===== config.mk =====
export PLATFORM = sky130hd
export DESIGN_NAME = adcsq_top
export DESIGN_NICKNAME = d
export VERILOG_FILES = /design/src/adcsq_pkg.sv /design/src/adcsq_fifo.sv /design/src/adcsq_top.sv
export SDC_FILE = /design/constraint.sdc
export NUM_CORES = 1
export LEC_CHECK = 0
export BUFFER_PORTS_ARGS = -buffer_cell sky130_fd_sc_hd__buf_4
export CAP_MARGIN = 10
export CORE_UTILIZATION = 50
export CTS_CLUSTER_SIZE = 16
export DETAILED_ROUTE_END_ITERATION = 8
export GPL_TIMING_DRIVEN = 0
export PLACE_DENSITY_LB_ADDON = 0.15
export SETUP_SLACK_MARGIN = 0.05
export SKIP_CTS_REPAIR_TIMING = 1
export SYNTH_ARGS = -nofsm -noshare
export SYNTH_HDL_FRONTEND = slang
export SYNTH_SLANG_ARGS = --single-unit

===== constraint.sdc =====
create_clock -name core_clk -period 5.1 [get_ports core_clk]
set_input_delay 0.51 -clock core_clk [delete_from_list [all_inputs] [get_ports core_clk]]
set_output_delay 0.51 -clock core_clk [all_outputs]
set_load 0.02 [all_outputs]

===== src/adcsq_pkg.sv =====
// Purpose : Shared constants and carrier types for the converter serial sequencer
// Assumes : 125 MHz core clock; 24-bit results; four writable setup registers
// Notes   : Times are kept in ns and turned into cycle counts here
package adcsq_pkg;

   // Clock and timing
   localparam int CLK_PERIOD_NS    = 8;
   localparam int POR_TIME_NS      = 600000;   // Power-on reset interval
   localparam int CONV_PERIOD_NS   = 500000;   // One result every 500 us at 2 kSPS
   localparam int MUX_SETTLE_NS    = 513000;   // Input-select write to result ready
   localparam int SYS_SETTLE_NS    = 575000;   // Rate/gain write to result ready
   localparam int POR_CYC          = (POR_TIME_NS + CLK_PERIOD_NS - 1) / CLK_PERIOD_NS;
   localparam int CONV_PERIOD_CYC  = CONV_PERIOD_NS / CLK_PERIOD_NS;
   localparam int MUX_SETTLE_CYC   = (MUX_SETTLE_NS + CLK_PERIOD_NS - 1) / CLK_PERIOD_NS;
   localparam int SYS_SETTLE_CYC   = (SYS_SETTLE_NS + CLK_PERIOD_NS - 1) / CLK_PERIOD_NS;

   // Data path sizes
   localparam int RESULT_BITS      = 24;
   localparam int FIFO_DEPTH       = 8;

   // Command encodings
   localparam logic [3:0] OPC_WRITE   = 4'h4;   // register_write_cmd upper nibble
   localparam logic [7:0] CMD_CONT_ON = 8'h14;  // Enter continuous_read_mode (lsb ignored)
   localparam logic [7:0] CMD_CONT_OFF= 8'h16;  // Leave continuous_read_mode (lsb ignored)

   // Register addresses
   localparam logic [3:0] REG_INPUT_SELECT = 4'h0;
   localparam logic [3:0] REG_BIAS         = 4'h1;
   localparam logic [3:0] REG_INPUT_CTL    = 4'h2;
   localparam logic [3:0] REG_RATE_GAIN    = 4'h3;

   // Reset values
   localparam logic [7:0] RST_INPUT_SELECT = 8'h01;
   localparam logic [7:0] RST_BIAS         = 8'h00;
   localparam logic [7:0] RST_INPUT_CTL    = 8'h00;
   localparam logic [7:0] RST_RATE_GAIN    = 8'h00;

   // Setup registers as seen by the analog core
   typedef struct packed {
      logic [7:0] input_select_reg;
      logic [7:0] bias_reg;
      logic [7:0] input_ctl_reg;
      logic [7:0] rate_gain_reg;
   } adcsq_cfg_s;

   // Pins arriving from outside the clock domain
   typedef struct packed {
      logic sclk;
      logic cs_n;
      logic din;
      logic start;
   } adcsq_pins_s;

   // Command parser states
   typedef enum logic [1:0] {
      P_CMD,
      P_COUNT,
      P_DATA
   } adcsq_parse_e;

endpackage


===== src/adcsq_fifo.sv =====
// Purpose : Result FIFO between the conversion core and the serial output
// Assumes : DEPTH is a power of two, at least 2
// Notes   : Read data comes out of a register one cycle after a pop
`timescale 1ns/1ps
`default_nettype none
module adcsq_fifo #(
   parameter int WIDTH = 24,
   parameter int DEPTH = 8
) (
   input  wire logic             clk,
   input  wire logic             rst_n,
   input  wire logic             in_valid,
   output logic                  in_ready,
   input  wire logic [WIDTH-1:0] in_data,
   output logic                  out_valid,
   input  wire logic             out_ready,
   output logic      [WIDTH-1:0] out_data
);
   localparam int AW = $clog2(DEPTH);

   // Refuse depths the pointer logic cannot serve
   if (DEPTH < 2 || (1 << AW) != DEPTH || WIDTH < 1) begin : g_bad_depth
      $error("adcsq_fifo: DEPTH must be a power of two >= 2");
   end

   logic [WIDTH-1:0] mem [DEPTH];
   logic [AW-1:0]    wr_q, wr_d, rd_q, rd_d;
   logic [AW:0]      cnt_q, cnt_d;
   logic             in_ready_q, in_ready_d, out_valid_q, out_valid_d;
   logic [WIDTH-1:0] out_data_q;
   logic             push, pop;

   assign push      = in_valid & in_ready_q;
   assign pop       = out_ready & out_valid_q;
   assign in_ready  = in_ready_q;
   assign out_valid = out_valid_q;
   assign out_data  = out_data_q;

   // Pointer and fill bookkeeping
   always_comb begin
      wr_d        = wr_q + AW'(push);
      rd_d        = rd_q + AW'(pop);
      cnt_d       = cnt_q + (AW+1)'(push) - (AW+1)'(pop);
      in_ready_d  = (cnt_d != (AW+1)'(DEPTH));
      out_valid_d = (cnt_d != '0);
   end

   always_ff @(posedge clk or negedge rst_n) begin
      if (!rst_n) begin
         wr_q        <= '0;
         rd_q        <= '0;
         cnt_q       <= '0;
         in_ready_q  <= 1'b1;
         out_valid_q <= 1'b0;
      end else begin
         wr_q        <= wr_d;
         rd_q        <= rd_d;
         cnt_q       <= cnt_d;
         in_ready_q  <= in_ready_d;
         out_valid_q <= out_valid_d;
      end
   end

   // Storage and registered read port
   always_ff @(posedge clk) begin
      if (push) begin
         mem[wr_q] <= in_data;
      end
      if (pop) begin
         out_data_q <= mem[rd_q];
      end
   end

endmodule
`default_nettype wire


===== src/adcsq_top.sv =====
// Purpose : Serial command side and conversion sequencing of a delta-sigma converter
// Assumes : Host is SPI master (mode 1); all pins pass a two-stage synchroniser
// Notes   : Results arrive from the conversion core through an 8-word FIFO
`timescale 1ns/1ps
`default_nettype none
module adcsq_top
   import adcsq_pkg::*;
#(
   parameter int POR_CYCLES  = POR_CYC,
   parameter int PERIOD_CYC  = CONV_PERIOD_CYC,
   parameter int MUX_CYC     = MUX_SETTLE_CYC,
   parameter int SYS_CYC     = SYS_SETTLE_CYC
) (
   input  wire logic                   core_clk,
   input  wire logic                   rst_n,
   input  wire adcsq_pins_s            pins,
   input  wire logic                   res_valid,
   output logic                        res_ready,
   input  wire logic [RESULT_BITS-1:0] res_data,
   output logic                        dout,
   output logic                        dout_oe,
   output logic                        result_ready_n,
   output logic                        asleep,
   output adcsq_cfg_s                  cfg
);
   // Refuse counts the timer cannot serve
   if (MUX_CYC < 2 || SYS_CYC < 2 || PERIOD_CYC < 2 || POR_CYCLES < 1) begin : g_bad_timing
      $error("adcsq_top: timing counts too small");
   end

   // Input synchroniser
   adcsq_pins_s sync1_q, sync2_q;
   logic        sclk_prev_q;
   always_ff @(posedge core_clk or negedge rst_n) begin
      if (!rst_n) begin
         sync1_q     <= '{sclk: 1'b0, cs_n: 1'b1, din: 1'b0, start: 1'b1};
         sync2_q     <= '{sclk: 1'b0, cs_n: 1'b1, din: 1'b0, start: 1'b1};
         sclk_prev_q <= 1'b0;
      end else begin
         sync1_q     <= pins;
         sync2_q     <= sync1_q;
         sclk_prev_q <= sync2_q.sclk;
      end
   end

   logic cs_s, rise, fall;
   assign cs_s = sync2_q.cs_n;
   assign rise = !cs_s && sync2_q.sclk && !sclk_prev_q;
   assign fall = !cs_s && !sync2_q.sclk && sclk_prev_q;

   // Result FIFO
   logic                   fifo_valid, fifo_pop;
   logic [RESULT_BITS-1:0] fifo_data;
   adcsq_fifo #(.WIDTH(RESULT_BITS), .DEPTH(FIFO_DEPTH)) u_fifo (
      .clk       (core_clk),
      .rst_n     (rst_n),
      .in_valid  (res_valid),
      .in_ready  (res_ready),
      .in_data   (res_data),
      .out_valid (fifo_valid),
      .out_ready (fifo_pop),
      .out_data  (fifo_data)
   );

   // Serial link state
   logic [2:0]             bit_q, bit_d;
   logic [6:0]             rx_q, rx_d;
   logic [RESULT_BITS-1:0] shift_q, shift_d;
   logic                   dout_q, dout_d, oe_q;
   logic                   byte_done, load_pend_q, load_pend_d, cont_q, cont_d;
   logic [7:0]             rx_byte;

   assign rx_byte   = {rx_q, sync2_q.din};
   assign byte_done = fall && (bit_q == 3'h7);

   // Bit assembly on falling edges, result shift-out on rising edges
   always_comb begin
      bit_d   = bit_q;
      rx_d    = rx_q;
      shift_d = shift_q;
      dout_d  = dout_q;
      if (cs_s) begin
         bit_d = '0;
      end else if (fall) begin
         bit_d = bit_q + 3'h1;
         rx_d  = rx_byte[6:0];
      end
      if (load_pend_q && cont_q) begin
         shift_d = fifo_data;
      end else if (rise) begin
         dout_d  = shift_q[RESULT_BITS-1];
         shift_d = {shift_q[RESULT_BITS-2:0], 1'b0};
      end
   end

   always_ff @(posedge core_clk or negedge rst_n) begin
      if (!rst_n) begin
         bit_q   <= '0;
         rx_q    <= '0;
         shift_q <= '0;
         dout_q  <= 1'b0;
         oe_q    <= 1'b0;
      end else begin
         bit_q   <= bit_d;
         rx_q    <= rx_d;
         shift_q <= shift_d;
         dout_q  <= dout_d;
         oe_q    <= !cs_s;
      end
   end

   // Command parser and setup registers
   adcsq_parse_e st_q, st_d;
   logic [3:0]   addr_q, addr_d, left_q, left_d;
   adcsq_cfg_s   cfg_q, cfg_d;
   logic         wr_mux, wr_sys, por_busy_q, por_busy_d;

   always_comb begin
      st_d   = st_q;
      addr_d = addr_q;
      left_d = left_q;
      cfg_d  = cfg_q;
      cont_d = cont_q;
      wr_mux = 1'b0;
      wr_sys = 1'b0;
      if (cs_s) begin
         st_d = P_CMD;
      end else if (byte_done && !por_busy_q) begin
         case (st_q)
            P_CMD: begin
               if (rx_byte[7:4] == OPC_WRITE) begin
                  addr_d = rx_byte[3:0];
                  st_d   = P_COUNT;
               end else if ({rx_byte[7:1], 1'b0} == CMD_CONT_ON) begin
                  cont_d = 1'b1;
               end else if ({rx_byte[7:1], 1'b0} == CMD_CONT_OFF) begin
                  cont_d = 1'b0;
               end
            end
            P_COUNT: begin
               left_d = rx_byte[3:0];
               st_d   = P_DATA;
            end
            P_DATA: begin
               case (addr_q)
                  REG_INPUT_SELECT: begin
                     cfg_d.input_select_reg = rx_byte;
                     wr_mux = 1'b1;
                  end
                  REG_BIAS:      cfg_d.bias_reg      = rx_byte;
                  REG_INPUT_CTL: cfg_d.input_ctl_reg = rx_byte;
                  REG_RATE_GAIN: begin
                     cfg_d.rate_gain_reg = rx_byte;
                     wr_sys = 1'b1;
                  end
                  default: ;
               endcase
               addr_d = addr_q + 4'h1;
               if (left_q == 4'h0) begin
                  st_d = P_CMD;
               end else begin
                  left_d = left_q - 4'h1;
               end
            end
            default: st_d = P_CMD;
         endcase
      end
   end

   always_ff @(posedge core_clk or negedge rst_n) begin
      if (!rst_n) begin
         st_q   <= P_CMD;
         addr_q <= '0;
         left_q <= '0;
         cont_q <= 1'b1;
         cfg_q  <= '{RST_INPUT_SELECT, RST_BIAS, RST_INPUT_CTL, RST_RATE_GAIN};
      end else begin
         st_q   <= st_d;
         addr_q <= addr_d;
         left_q <= left_d;
         cont_q <= cont_d;
         cfg_q  <= cfg_d;
      end
   end

   // Conversion timer, sleep control and ready pin
   logic [31:0] cnt_q, cnt_d, por_q, por_d;
   logic        sleep_q, sleep_d, rdy_n_q, rdy_n_d, ev;

   assign ev       = !por_busy_q && !sleep_q && !load_pend_q && (cnt_q == '0) && fifo_valid;
   assign fifo_pop = ev;

   always_comb begin
      por_d       = por_q;
      por_busy_d  = por_busy_q;
      cnt_d       = cnt_q;
      sleep_d     = sleep_q;
      rdy_n_d     = rdy_n_q;
      load_pend_d = ev;
      if (por_busy_q) begin
         por_d = por_q + 32'h1;
         if (por_q == 32'(POR_CYCLES - 1)) begin
            por_busy_d = 1'b0;
            cnt_d      = 32'(PERIOD_CYC - 2);
         end
      end else if (wr_mux) begin
         cnt_d = 32'(MUX_CYC - 2);
      end else if (wr_sys) begin
         cnt_d = 32'(SYS_CYC - 2);
      end else if (sleep_q) begin
         if (sync2_q.start) begin
            sleep_d = 1'b0;
            cnt_d   = 32'(PERIOD_CYC - 2);
         end
      end else if (ev) begin
         cnt_d   = 32'(PERIOD_CYC - 1);
         sleep_d = !sync2_q.start;
      end else if (cnt_q != '0 && !load_pend_q) begin
         cnt_d = cnt_q - 32'h1;
      end
      if (load_pend_q) begin
         rdy_n_d = 1'b0;
      end else if (ev || rise) begin
         rdy_n_d = 1'b1; // Event raises ready even when a write restarts the timer
      end
   end

   always_ff @(posedge core_clk or negedge rst_n) begin
      if (!rst_n) begin
         por_q       <= '0;
         por_busy_q  <= 1'b1;
         cnt_q       <= '0;
         sleep_q     <= 1'b0;
         rdy_n_q     <= 1'b1;
         load_pend_q <= 1'b0;
      end else begin
         por_q       <= por_d;
         por_busy_q  <= por_busy_d;
         cnt_q       <= cnt_d;
         sleep_q     <= sleep_d;
         rdy_n_q     <= rdy_n_d;
         load_pend_q <= load_pend_d;
      end
   end

   assign dout           = dout_q;
   assign dout_oe        = oe_q;
   assign result_ready_n = rdy_n_q;
   assign asleep         = sleep_q;
   assign cfg            = cfg_q;
endmodule
`default_nettype wire


==> impl_metrics.py <==
metrics = {
    "power_and_ir_drop": {
        "ir_worst_vdd_mv": 0.287,
        "finalPower_mw": 7.40,
        "p_leak_nw": 7.05,
        "cellPowerDensity_nw_per_um2": 405,
    },
    "grt": {
        "overflow": 0,
        "busiest_layer": "met2",
        "use_met3": 0.0330,
        "antenna_found_initial": 0,
        "grt_pass1_vias": 9199,
        "grt_usage": 0.194,
        "grt_max_degree": 93,
        "met2_usage": 0.326,
        "gr-usage-met1": 0.264,
        "grt_pass1_wl_um": 49600,
    },
    "final_layout": {
        "antenna_cells": 0,
        "multi_input_area_um2": 4830,
        "fill_cells": 2364,
        "fin_nets": 1219,
        "drive_gt1_frac": 0.233,
        "ff_latch_area_um2": 10700,
        "fin_area_um2": 18300,
        "synthToLayoutAreaGrowth_pct": 15.9,
    },
    "synth": {
        "post_synth_instance_area_um2": 15800,
        "syn_inst": 1052,
        "syn-num-nets": 1101,
        "synth-seq-area-share": 0.679,
        "syn_area_per_cell_um2": 15.0,
        "synth_warnings": 0,
        "ys_ff_latch": 384,
        "ys_async_sr_fraction": 0.438,
        "synth-edff-count": 216,
        "synth_top_flop_cell": "edfxtp_1",
        "synth_cell_types": 67,
    },
    "placed_design": {
        "place.gp.congestion": 0.886,
        "io_buffers": 67,
        "dpl_worst_slack_ns": 0.538,
        "dp_hpwl_um": 18700,
        "placed_area_um2": 16900,
    },
    "critical_path": {
        "worstRegToRegCells": 14,
        "cp_max_fo": 28,
        "slowest_stage": "nor2_4",
        "cp-end-kind": "register",
        "crit_type": "reg2reg",
        "critPathRequiredTime_ns": 5.49,
        "critPathLaunchType": "register",
        "rr_startpoint": "cnt_q[10]",
        "reg2reg_slack_ns": 0.54,
        "crit_top_cell": "inv_1",
        "r2r-end": "u_fifo.out_valid",
        "path_cells": "nor4_2 -> and4_1 -> nor4bb_1 -> clkbuf_1 -> nand2_1 -> nor2_4 -> ha_1 -> inv_1 -> ha_1 -> inv_1 -> fa_1 -> inv_1 -> nor3_1 -> nand2b_1",
        "slowest_delay_ns": 0.68,
        "arrival_ns": 4.94,
    },
    "floorplanning": {
        "dieHeight_um": 179,
        "die_w_um": 179,
        "io_pins": 68,
        "placementRows": 64,
        "die_area_um2": 32200,
        "start_util": 0.511,
        "core_region_area_um2": 30800,
    },
    "cts": {
        "cts_made_buffers": 41,
        "clock_path_buffers": 3,
        "clock-root-buffer": "clkbuf_16",
        "cts_num_sinks": 384,
        "htreeDepth": 2,
        "clk_latency_ns": 0.53,
        "cts_tree": "done",
        "clk_pin_slew_worst_paths_ns": 0.06,
    },
    "detailed_routing": {
        "postRouteAntennaNets": 0,
        "vias": 8881,
        "wl_per_cell_um": 18.6,
        "drtIter0Drc": 545,
        "drcViolationCount": 18,
        "wl_um": 29800,
        "firstDrtPassIters": 7,
        "vias_per_cell": 5.55,
    },
    "timing": {
        "finalSetupViolations": 0,
        "max_freq_ghz": 0.219,
        "min_period_over_period": 0.894,
        "hold_viol_final": 8,
        "min_period_ns": 4.56,
        "slew_violations": 0,
        "setup_ws_ns": 0.543,
        "hold_ws_ns": -0.0152,
        "skew_ns": 0.0145,
        "relSlewSlack": 0.197,
        "rsz0062_at_grt": "no",
        "worstMarginPinSlew_ns": 1.19,
    },
    "worst_hold_path": {
        "hp-class": "in2async",
    },
    "run_status": {
        "status": "finished, violations left",
        "failed_checks": "DRC, hold timing",
    },
    "job": {
        "cap_violations": 0,
    },
}
synth_stat cells, drive strengths merged, types with 8 or more instances:
cell type / count / share of area
edfxtp: 216 / 0.41
dfrtp: 159 / 0.25
nand2: 99 / 0.024
nor2: 64 / 0.015
o21ai: 60 / 0.019
mux2: 59 / 0.042
mux4: 48 / 0.069
a21oi: 31 / 0.011
xnor2: 28 / 0.016
mux2i: 25 / 0.016
clkbuf: 24 / 0.0057
nor3: 24 / 0.0083
inv: 23 / 0.0055
buf: 19 / 0.0068
nand3: 18 / 0.0057
ha: 17 / 0.014
a31oi: 12 / 0.0048
xor2: 10 / 0.0056
dfstp: 9 / 0.015
nor4: 9 / 0.0040
and3: 8 / 0.0032
nand2b: 8 / 0.0032
o22a: 8 / 0.0044
area by class of cell:
| class | instances | area share |
|---|---|---|
| Sequential cell | 384 | 0.586 |
| Multi-Input combinational cell | 602 | 0.265 |
| Tap cell | 396 | 0.0271 |
| Clock buffer | 69 | 0.0670 |
| Buffer | 43 | 0.0108 |
| Inverter | 23 | 0.00473 |
| Timing Repair Buffer | 75 | 0.0348 |
| Clock inverter | 7 | 0.00466 |
how the worst max path moves through the flow:
stage                                   to  depth (start not counted)  slack (ns)  startpoint
final                     u_fifo.out_valid                         14        0.54   cnt_q[10]
after global routing      u_fifo.out_valid                         14        0.27   cnt_q[10]
after CTS                 u_fifo.out_valid                         14        0.54   cnt_q[10]
after detailed placement  u_fifo.out_valid                         14        0.54   cnt_q[10]
after global placement    u_fifo.out_valid                         14       -0.67   cnt_q[10]
after floorplan           u_fifo.out_valid                         14        0.62   cnt_q[20]
layout by cell type, fill, tap and decap left out, types with 12 or more instances in the layout:
cell type and n:
a31oi_1 12, mux4_2 48, ha_1 17, clkbuf_16 42, clkbuf_1 44, nor2_1 56, nor3_1 21, a21oi_1 26
mux2_2 59, nand2_1 99, o21ai_0 47, dfrtp_1 159, nand3_1 18, buf_4 67, edfxtp_1 216, o21ai_1 12
xnor2_1 28, inv_1 23, mux2i_1 25
logic make-up (layout without fill, tap and decap cells):
logic type | count (synthesis) | in the layout | share of synthesized area
flip-flops | 384 | 384 | 0.679
buffers and inverters | 66 | 217 | 0.0180
AND/OR/NAND/NOR | 272 | 272 | 0.0837
multiplexers | 132 | 132 | 0.127
AO/OA/AOI/OAI | 142 | 142 | 0.0563
XOR/XNOR | 38 | 38 | 0.0211
adder cells (fa/ha/maj) | 18 | 18 | 0.0148
registers in the layout (all words and copies together), names as in the netlist, 2 cells and up:
register	flops
u_fifo.mem	192
cfg	32
cnt_q	32
por_q	32
shift_q	24
u_fifo.out_data	24
rx_q	7
addr_q	4
left_q	4
sync1_q	4
u_fifo.cnt_q	4
bit_q	3
u_fifo.rd_q	3
u_fifo.wr_q	3
st_q	2
sync2_q	2
through the flow:
| step | setup TNS, ns | utilization | cells | hold WS (ns) |
|---|---|---|---|---|
| after global routing | 0 | 0.592 | 1599 | 0.0203 |
| after floorplan | 0 | - | 1052 | 0.214 |
| final | 0 | 0.592 | 1599 | -0.0152 |
| after CTS | 0 | 0.592 | 1599 | 0.0103 |
| after detailed placement | 0 | 0.550 | 1523 | 0.340 |
| after global placement | -1.83 | 0.543 | 1515 | 0.335 |
layer usage:
| metal | vias to the layer above | share of wire | wire, µm |
|---|---|---|---|
| li1 | 4188 | - | - |
| met1 | 4468 | 0.45 | 13500 |
| met2 | 178 | 0.49 | 14500 |
| met3 | 47 | 0.041 | 1220 |
| met4 | 0 | 0.019 | 566 |
| met5 | - | 0 | 0 |
critical path, delay by kind of cell (launching register included):
kind                       cells  cell delay [ns]
and+or+nand+nor                7             2.44
adders and majority gates      3             0.99
buffers and inverters          4             0.53
DFF                            1             0.44
report_power, final:
group / internal (mW) / switching, mW
Sequential: 3.63 / 0.169
Combinational: 0.312 / 0.429
Clock: 1.69 / 1.17
Total: 5.63 / 1.76
(Power assumes the default switching activity.)
